### config.mk
export PLATFORM = sky130hd
export DESIGN_NAME = lai_regs
export DESIGN_NICKNAME = d
export VERILOG_FILES = /design/src/design/lai_pkg.sv /design/src/design/lai_chan.sv /design/src/design/lai_regs.sv
export SDC_FILE = /design/constraint.sdc
export NUM_CORES = 1
export LEC_CHECK = 0
export BUFFER_PORTS_ARGS = -buffer_cell sky130_fd_sc_hd__buf_4
export CORE_MARGIN = 5
export CORE_UTILIZATION = 40
export DETAILED_ROUTE_END_ITERATION = 6
export GPL_TIMING_DRIVEN = 1
export PLACE_DENSITY = 0.63
export SYNTH_ARGS = -nofsm -noshare
export SYNTH_HDL_FRONTEND = slang
export SYNTH_SLANG_ARGS = --single-unit
### constraint.sdc
create_clock -name ref_clk -period 3.82 [get_ports ref_clk]
set_input_delay 0.382 -clock ref_clk [delete_from_list [all_inputs] [get_ports ref_clk]]
set_output_delay 0.382 -clock ref_clk [all_outputs]
set_load 0.05 [all_outputs]
### src/design/lai_pkg.sv
// Package for the six-channel alarm and interrupt register set.
// Assumes one clock domain and a synchronous host register port.
package lai_pkg;

  localparam int LAI_CHANNELS = 6;
  localparam int LAI_CHAN_SHIFT = 4;

  // Register offsets inside one channel block
  localparam logic [3:0] LAI_OFF_IRQ_ENABLE = 4'h1;
  localparam logic [3:0] LAI_OFF_IRQ_FLAGS = 4'h2;
  localparam logic [3:0] LAI_OFF_ALARM_LIVE = 4'h3;
  localparam logic [3:0] LAI_OFF_TX_CONTROL = 4'h4;
  localparam logic [3:0] LAI_OFF_RX_CONTROL = 4'h5;
  localparam logic [3:0] LAI_OFF_BLOCK_CONTROL = 4'h6;
  localparam logic [3:0] LAI_OFF_JITTER_CONTROL = 4'h7;
  localparam logic [3:0] LAI_OFF_ERR_HIGH = 4'ha;
  localparam logic [3:0] LAI_OFF_ERR_LOW = 4'hb;
  localparam logic [3:0] LAI_OFF_ERR_HOLD = 4'hc;

  // Bit positions
  localparam int LAI_BIT_DRV_MON = 0;
  localparam int LAI_BIT_RX_SIG_LOSS = 1;
  localparam int LAI_BIT_RX_LOCK_LOSS = 2;
  localparam int LAI_BIT_PATTERN_ERR = 4;
  localparam int LAI_BIT_PATTERN_SAT = 5;
  localparam int LAI_BIT_ANALOG_LOSS = 4;
  localparam int LAI_BIT_DIGITAL_LOSS = 5;
  localparam int LAI_BIT_SYNC_LOSS = 6;
  localparam int LAI_BIT_ANALOG_DIS = 4;
  localparam int LAI_BIT_DIGITAL_DIS = 5;
  localparam int LAI_BIT_PATTERN_EN = 5;

  // Implemented bits per register; the rest read as zero
  localparam logic [7:0] LAI_MASK_IRQ = 8'h37;
  localparam logic [7:0] LAI_MASK_TX = 8'h37;
  localparam logic [7:0] LAI_MASK_RX = 8'h3f;
  localparam logic [7:0] LAI_MASK_BLOCK = 8'h7f;
  localparam logic [7:0] LAI_MASK_JITTER = 8'h10;

  localparam logic [7:0] LAI_CTRL_RESET = 8'h00;
  localparam logic [7:0] LAI_DRV_MON_TICKS = 8'd128;
  localparam logic [15:0] LAI_ERR_MAX = 16'hffff;

  typedef enum logic [1:0] {
    LAI_BUS_IDLE = 2'b01,
    LAI_BUS_ANSWER = 2'b10
  } lai_bus_e;

  typedef struct packed {
    logic cs_n;
    logic rd_n;
    logic wr_n;
    logic [6:0] addr;
    logic [7:0] wdata;
  } lai_bus_in_s;

  typedef struct packed {
    logic ready;
    logic data_oe;
    logic [7:0] rdata;
  } lai_bus_out_s;

  typedef struct packed {
    logic [7:0] irq_en;
    logic [7:0] tx_ctl;
    logic [7:0] rx_ctl;
    logic [7:0] blk_ctl;
    logic [7:0] jit_ctl;
  } lai_chan_ctrl_s;

  typedef struct packed {
    logic tx_tick;
    logic tx_pulse;
    logic analog_loss;
    logic digital_loss;
    logic lock_loss;
    logic pattern_in_sync;
    logic pattern_err;
  } lai_line_in_s;

  typedef struct packed {
    logic [7:0] drv_mon_cnt;
    logic [7:0] alarm;
    logic [7:0] flags;
    logic [15:0] err_count;
    logic irq;
  } lai_chan_state_s;

  typedef struct packed {
    lai_bus_e bus_state;
    lai_bus_out_s bus_out;
    lai_chan_ctrl_s [LAI_CHANNELS-1:0] ctrl;
    logic [LAI_CHANNELS-1:0][7:0] hold;
  } lai_host_state_s;

endpackage

### src/design/lai_chan.sv
// One channel: driver monitor, live alarms, sticky flags, error counter.
// Assumes line status inputs are already synchronous to ref_clk.
`timescale 1ns/100ps
module lai_chan (
  input wire logic ref_clk,
  input wire logic sys_rst,
  input lai_pkg::lai_chan_ctrl_s ctrl,
  input lai_pkg::lai_line_in_s line,
  input wire logic flags_clr,
  output logic [7:0] alarm,
  output logic [7:0] flags,
  output logic [15:0] err_count,
  output logic irq
);
  import lai_pkg::*;

  lai_chan_state_s st;
  lai_chan_state_s next_st;

  always_comb
  begin
    logic rx_loss;
    logic pat_on;
    logic err_inc;
    logic [7:0] events;
    logic [7:0] live;
    rx_loss = 1'b0;
    pat_on = 1'b0;
    err_inc = 1'b0;
    events = 8'h00;
    live = 8'h00;
    next_st = st;
    // Pulses restart the idle count; it parks at the limit
    if (line.tx_pulse)
    begin
      next_st.drv_mon_cnt = 8'h00;
    end
    else if (line.tx_tick && st.drv_mon_cnt != LAI_DRV_MON_TICKS)
    begin
      next_st.drv_mon_cnt = st.drv_mon_cnt + 8'h01;
    end
    rx_loss = (line.analog_loss & ~ctrl.rx_ctl[LAI_BIT_ANALOG_DIS]) |
      (line.digital_loss & ~ctrl.rx_ctl[LAI_BIT_DIGITAL_DIS]);
    pat_on = ctrl.blk_ctl[LAI_BIT_PATTERN_EN];
    live[LAI_BIT_DRV_MON] = (next_st.drv_mon_cnt == LAI_DRV_MON_TICKS);
    live[LAI_BIT_RX_SIG_LOSS] = rx_loss;
    live[LAI_BIT_RX_LOCK_LOSS] = line.lock_loss;
    live[LAI_BIT_ANALOG_LOSS] = line.analog_loss;
    live[LAI_BIT_DIGITAL_LOSS] = line.digital_loss;
    live[LAI_BIT_SYNC_LOSS] = pat_on & ~line.pattern_in_sync;
    next_st.alarm = live;
    // Both edges of the monitor, signal loss and lock loss alarms count as an event
    events[LAI_BIT_DRV_MON] = live[LAI_BIT_DRV_MON] ^
      st.alarm[LAI_BIT_DRV_MON];
    events[LAI_BIT_RX_SIG_LOSS] = live[LAI_BIT_RX_SIG_LOSS] ^
      st.alarm[LAI_BIT_RX_SIG_LOSS];
    events[LAI_BIT_RX_LOCK_LOSS] = live[LAI_BIT_RX_LOCK_LOSS] ^
      st.alarm[LAI_BIT_RX_LOCK_LOSS];
    events[LAI_BIT_PATTERN_ERR] = pat_on & line.pattern_err;
    err_inc = pat_on & line.pattern_err & (st.err_count != LAI_ERR_MAX);
    if (err_inc)
    begin
      next_st.err_count = st.err_count + 16'h0001;
    end
    events[LAI_BIT_PATTERN_SAT] = err_inc &
      (st.err_count == LAI_ERR_MAX - 16'h0001);
    // Set beats the clear of a read in the same cycle
    if (flags_clr)
    begin
      next_st.flags = 8'h00;
    end
    next_st.flags = next_st.flags |
      (events & ctrl.irq_en & LAI_MASK_IRQ);
    next_st.irq = |next_st.flags;
  end

  always_ff @(posedge ref_clk)
  begin
    if (sys_rst)
    begin
      st <= '0;
    end
    else
    begin
      st <= next_st;
    end
  end

  assign alarm = st.alarm;
  assign flags = st.flags;
  assign err_count = st.err_count;
  assign irq = st.irq;

endmodule // lai_chan

### src/design/lai_regs.sv
// Six-channel alarm and interrupt register set on the host parallel port.
// Assumes port strobes and line status are synchronous to ref_clk; the
// chip-level interrupt summary and the analog paths sit outside.
// Every access is answered, mapped or not, so the host never stalls.
`timescale 1ns/100ps
module lai_regs (
  input wire logic ref_clk,
  input wire logic sys_rst,
  input lai_pkg::lai_bus_in_s bus_in,
  output lai_pkg::lai_bus_out_s bus_out,
  input lai_pkg::lai_line_in_s [lai_pkg::LAI_CHANNELS-1:0] line_in,
  output lai_pkg::lai_chan_ctrl_s [lai_pkg::LAI_CHANNELS-1:0] ctrl_out,
  output logic [lai_pkg::LAI_CHANNELS-1:0] chan_irq
);
  import lai_pkg::*;

  lai_host_state_s st;
  lai_host_state_s next_st;
  logic [LAI_CHANNELS-1:0] flags_clr;
  logic [LAI_CHANNELS-1:0][7:0] ch_alarm;
  logic [LAI_CHANNELS-1:0][7:0] ch_flags;
  logic [LAI_CHANNELS-1:0][15:0] ch_count;

  // Channel index of an address
  function automatic logic [2:0] chan_of(input logic [6:0] addr);
    chan_of = addr[6:LAI_CHAN_SHIFT];
  endfunction

  // Address hits a channel that exists
  function automatic logic chan_ok(input logic [6:0] addr);
    chan_ok = (addr[6:LAI_CHAN_SHIFT] < 3'(LAI_CHANNELS));
  endfunction

  // Writable mask of an offset; zero where nothing can be written
  function automatic logic [7:0] wr_mask(input logic [3:0] off);
    case (off)
      LAI_OFF_IRQ_ENABLE: wr_mask = LAI_MASK_IRQ;
      LAI_OFF_TX_CONTROL: wr_mask = LAI_MASK_TX;
      LAI_OFF_RX_CONTROL: wr_mask = LAI_MASK_RX;
      LAI_OFF_BLOCK_CONTROL: wr_mask = LAI_MASK_BLOCK;
      LAI_OFF_JITTER_CONTROL: wr_mask = LAI_MASK_JITTER;
      default: wr_mask = 8'h00;
    endcase
  endfunction

  // Each channel keeps its own line state and error counter
  generate
    for (genvar g = 0; g < LAI_CHANNELS; g++)
    begin : g_chan
      lai_chan u_chan (
        .ref_clk(ref_clk),
        .sys_rst(sys_rst),
        .ctrl(st.ctrl[g]),
        .line(line_in[g]),
        .flags_clr(flags_clr[g]),
        .alarm(ch_alarm[g]),
        .flags(ch_flags[g]),
        .err_count(ch_count[g]),
        .irq(chan_irq[g])
      );
    end
  endgenerate

  always_comb
  begin
    logic [2:0] ch;
    logic [3:0] off;
    logic take;
    logic hit;
    logic [7:0] rd;
    logic [7:0] wv;
    ch = 3'h0;
    off = 4'h0;
    take = 1'b0;
    hit = 1'b0;
    rd = 8'h00;
    wv = 8'h00;
    next_st = st;
    flags_clr = '0;
    ch = chan_of(bus_in.addr);
    off = bus_in.addr[3:0];
    // Channels 6 and 7 never reach the per-channel arrays
    hit = chan_ok(bus_in.addr);
    // Reserved bits are dropped here so they always read back zero
    wv = bus_in.wdata & wr_mask(off);
    take = ~bus_in.cs_n & (~bus_in.rd_n | ~bus_in.wr_n);
    case (st.bus_state)
      LAI_BUS_IDLE:
      begin
        if (take && !bus_in.rd_n)
        begin
          if (hit)
          begin
            case (off)
              LAI_OFF_IRQ_ENABLE: rd = st.ctrl[ch].irq_en;
              LAI_OFF_IRQ_FLAGS:
              begin
                rd = ch_flags[ch];
                flags_clr[ch] = 1'b1;
              end
              LAI_OFF_ALARM_LIVE: rd = ch_alarm[ch];
              LAI_OFF_TX_CONTROL: rd = st.ctrl[ch].tx_ctl;
              LAI_OFF_RX_CONTROL: rd = st.ctrl[ch].rx_ctl;
              LAI_OFF_BLOCK_CONTROL: rd = st.ctrl[ch].blk_ctl;
              LAI_OFF_JITTER_CONTROL: rd = st.ctrl[ch].jit_ctl;
              LAI_OFF_ERR_HIGH:
              begin
                // Freeze the low byte so a two-byte read is coherent
                rd = ch_count[ch][15:8];
                next_st.hold[ch] = ch_count[ch][7:0];
              end
              LAI_OFF_ERR_LOW: rd = ch_count[ch][7:0];
              LAI_OFF_ERR_HOLD: rd = st.hold[ch];
              default: rd = 8'h00;
            endcase
          end
          next_st.bus_out.rdata = rd;
          next_st.bus_out.data_oe = 1'b1;
          next_st.bus_out.ready = 1'b1;
          next_st.bus_state = LAI_BUS_ANSWER;
        end
        else if (take)
        begin
          if (hit)
          begin
            case (off)
              LAI_OFF_IRQ_ENABLE:
              begin
                next_st.ctrl[ch].irq_en = wv;
              end
              LAI_OFF_TX_CONTROL:
              begin
                next_st.ctrl[ch].tx_ctl = wv;
              end
              LAI_OFF_RX_CONTROL:
              begin
                next_st.ctrl[ch].rx_ctl = wv;
              end
              LAI_OFF_BLOCK_CONTROL:
              begin
                next_st.ctrl[ch].blk_ctl = wv;
              end
              LAI_OFF_JITTER_CONTROL:
              begin
                next_st.ctrl[ch].jit_ctl = wv;
              end
              default:
              begin
                // Read-only and unmapped offsets ignore the write
                next_st.bus_state = LAI_BUS_ANSWER;
              end
            endcase
          end
          next_st.bus_out.ready = 1'b1;
          next_st.bus_state = LAI_BUS_ANSWER;
        end
      end
      LAI_BUS_ANSWER:
      begin
        // One access per strobe; read side effects never repeat
        if (bus_in.cs_n || (bus_in.rd_n && bus_in.wr_n))
        begin
          next_st.bus_out.ready = 1'b0;
          next_st.bus_out.data_oe = 1'b0;
          next_st.bus_state = LAI_BUS_IDLE;
        end
      end
      default:
      begin
        next_st.bus_out = '0;
        next_st.bus_state = LAI_BUS_IDLE;
      end
    endcase
  end

  // Line-side state is reset inside the channel instances
  always_ff @(posedge ref_clk)
  begin
    if (sys_rst)
    begin
      st.bus_state <= LAI_BUS_IDLE;
      st.bus_out <= '0;
      st.hold <= '0;
      for (int i = 0; i < LAI_CHANNELS; i++)
      begin
        st.ctrl[i] <= {5{LAI_CTRL_RESET}};
      end
    end
    else
    begin
      st <= next_st;
    end
  end

  assign bus_out = st.bus_out;
  assign ctrl_out = st.ctrl;

endmodule // lai_regs

==> results.toml <==
[power_and_ir_drop]
p_switching_uw = 3060
power_uw = 12500
p_int_uw = 9480
p_comb_share_pct = 6.4
p_sw_share_pct = 24.4
powerDensity_nw_per_um2 = 396
p_clk_share_pct = 48.9
ir_drop_uv = 329
p_leak_uw = 0.0119
seq_power_share_pct = 44.6

[timing]
whs_ns = 0.0118
setup_viol_count_final = 0
slew_headroom_pct = 17.6
min_period_ns = 2.91
hold_viol = 0
maxSlewViolCount = 0
fmax_mhz = 344
fin_skew_ns = 0.0336
tns_ns = 0
tightestPinTransition_ns = 1.23
fin_crit_sh_pct = 76.2
rsz0062_at_grt = "no"

[detailed_routing]
wl_per_cell_um = 25.4
drtAntennaViolNets = 0
routed_wl_mm = 108
firstDrtPassIters = 6
viasPerCell = 5.96
vias = 25200
drt_iter0_drc = 3675
drc_errors = 0

[synthesis]
seq_area_frac_synth_pct = 38.4
synth_xor_area_share_pct = 4.29
ys_types = 89
synthAdderAreaFrac_pct = 1.08
postSynthNetCount = 3309
synthSimpleGateAreaFrac_pct = 19.0
syn_avg_cell_area_um2 = 8.62
synth_top_family_by_area = "simple AND/OR/NAND/NOR gates"
ys_ff_latch = 533
synthMuxAreaShare_pct = 8.25
synth_cells = 3223
synth-compound-area-share_pct = 18.0
ys_warn_count = 0
async_flop_share_pct = 0
synth_area_um2 = 27800
ys.flop_type = "dfxtp_1"
synth_edf_count = 0

[global_routing]
grt_overflow = 0
met2_usage_pct = 41.8
use_met1_pct = 37.4
busiest_layer = "met2"
use_met3_pct = 7.04
grt_start_max_net_pins = 120
antenna_found_initial = 3
grt_use_total_pct = 27.4
grt_pass1_wl_mm = 156
first_global_vias = 23000

[setup_path]
start_kind = "flop"
end_kind = "flop"
crit_arrival_ns = 3.40
cp.required_ns = 4.31
cp_max_fo = 9
crit_type = "reg2reg"

[place]
portBuffers = 316
dpl.cell_count = 4096
dp_hpwl_mm = 78.2
globalplace.congestion = 0.993

[cells_and_area]
area_delta_synth_final_pct = 13.8
utilization_pct = 46.0
regArea_um2 = 10700
drive_gt1_share_pct = 18.5
fill_cells = 6851
fin_cells = 4228
final_nets = 3331
multi_input_area_um2 = 14100

[cts]
clk_path_buf_depth = 3
cts_setup_buffers = 0
cts-resized-gates = 0
cts_tree = "built"
clkTransAtPathRegs_ns = 0.06
cts_buffers = 58
insertion_delay_ns = 0.65
h-tree-depth = 2
cts_sinks = 533
clock-root-buffer = "clkbuf_16"

[worst_hold_path]
hold_path.class = "in2reg"

[floorplan]
die_h_um = 274
core_area_um2 = 68700
fp-row-count = 96
die-area_um2 = 74900
chipWidth_um = 274
ios = 318
start_util_pct = 40.5

[flow_run]
cap_viol_max_count = 0

[outcome]
status = "completed"
synthesized netlist by cell type, types with 68 or more instances:
cell type | instances | share of area, %
a22oi_1 | 110 | 3.0
and2_1 | 68 | 1.5
o21ai_0 | 132 | 2.4
nand3_1 | 78 | 1.4
clkbuf_1 | 143 | 1.9
nor2_1 | 442 | 6.0
mux2i_1 | 139 | 5.0
xor2_1 | 79 | 2.5
dfxtp_1 | 533 | 38
nand2_1 | 189 | 2.6
a21oi_1 | 150 | 2.7
buf_4 | 266 | 7.2
placed cells by master (no fill, tap or decap), types with 18 or more instances in the layout:
cell type / n
a211oi_1: 45
a21oi_1: 149
a221oi_1: 22
a22oi_1: 110
a32o_1: 53
a32oi_1: 18
and2_1: 68
and3_1: 54
buf_4: 400
clkbuf_16: 59
dfxtp_1: 533
dlygate4sd3_1: 20
ha_1: 24
inv_1: 57
mux2_2: 40
mux2i_1: 139
mux4_2: 20
nand2_1: 189
nand2b_1: 19
nand3_1: 78
nand4_1: 44
nor2_1: 441
nor2b_1: 24
nor3_1: 30
nor3b_1: 38
o21ai_0: 132
o22ai_1: 24
or3_1: 18
xnor2_1: 57
xor2_1: 79
worst max-delay path, cell delays in order (launching register included):
cell and delay, ns:
dfxtp_1 0.34, nor4b_2 0.70, nand3_1 0.64, a2bb2oi_1 0.46, nand4_1 0.15, o41a_1 0.47
area by class of cell:
| cell class | count | share of cell area [%] |
|---|---|---|
| Timing Repair Buffer | 429 | 10.6 |
| Clock buffer | 84 | 5.47 |
| Tap cell | 931 | 3.68 |
| Clock inverter | 24 | 1.06 |
| Antenna cell | 4 | 0.0316 |
| Multi-Input combinational cell | 2164 | 44.7 |
| Inverter | 59 | 0.700 |
| Sequential cell | 533 | 33.7 |
layer usage:
| layer | wire [um] | share of wire [%] |
|---|---|---|
| met1 | 44100 | 41 |
| met2 | 47100 | 44 |
| met3 | 11800 | 11 |
| met4 | 4520 | 4.2 |
| met5 | 0 | 0 |
cells by family (layout without fill, tap and decap cells):
family / after synthesis / after routing
AOI/OAI and AO/OA: 717 / 717
and+or+nand+nor: 1088 / 1088
other: 0 / 4
DFF: 533 / 533
adders and majority gates: 24 / 24
buffers and inverters: 526 / 596
xor gates and xnor gates: 136 / 136
muxes: 199 / 199
repair_timing:
item | 4_1_cts | 5_1_grt
setup endpoints to repair | 0 | 0
endpoints found under the hold margin | 20 | 0
hold buffers | 20 | 0
final timing paths:
kind | start | slack (ns) | to | cells after the start
worst max register to register | st[299] | 0.91 | g_chan[1].u_chan.irq | 5
worst min register to register | g_chan[1].u_chan.flags[1] | 0.47 | g_chan[1].u_chan.flags[1] | 2
worst max-delay path | st[299] | 0.91 | g_chan[1].u_chan.irq | 5
worst min-delay path | line_in[10] | 0.01 | g_chan[1].u_chan.alarm[5] | 3
through the flow:
stage	setup WS, ns	instance area [um^2]
floorplan	1.60	27800
global placement	0.749	29400
detailed placement	0.725	29400
CTS	0.990	31600
global route	0.805	31600
finish	0.910	31600
sequential cells by signal, summed over array words and instances, names as in the netlist:
name and cells:
ctrl_out 240, g_chan.u_chan.err_count 96, st 50, g_chan.u_chan.flags 48
g_chan.u_chan.st 48, g_chan.u_chan.alarm 36, bus_out 9, g_chan.u_chan.irq 6
power by group through the flow:
| stage | clock network [uW] | registers (uW) | logic (uW) |
|---|---|---|---|
| floorplan | 0 | 5710 | 434 |
| global placement | 0 | 5720 | 761 |
| detailed placement | 0 | 5720 | 761 |
| CTS | 6190 | 5600 | 782 |
| global route | 6440 | 5600 | 834 |
| finish | 6140 | 5600 | 808 |
Power figures use the tool's default switching activity.
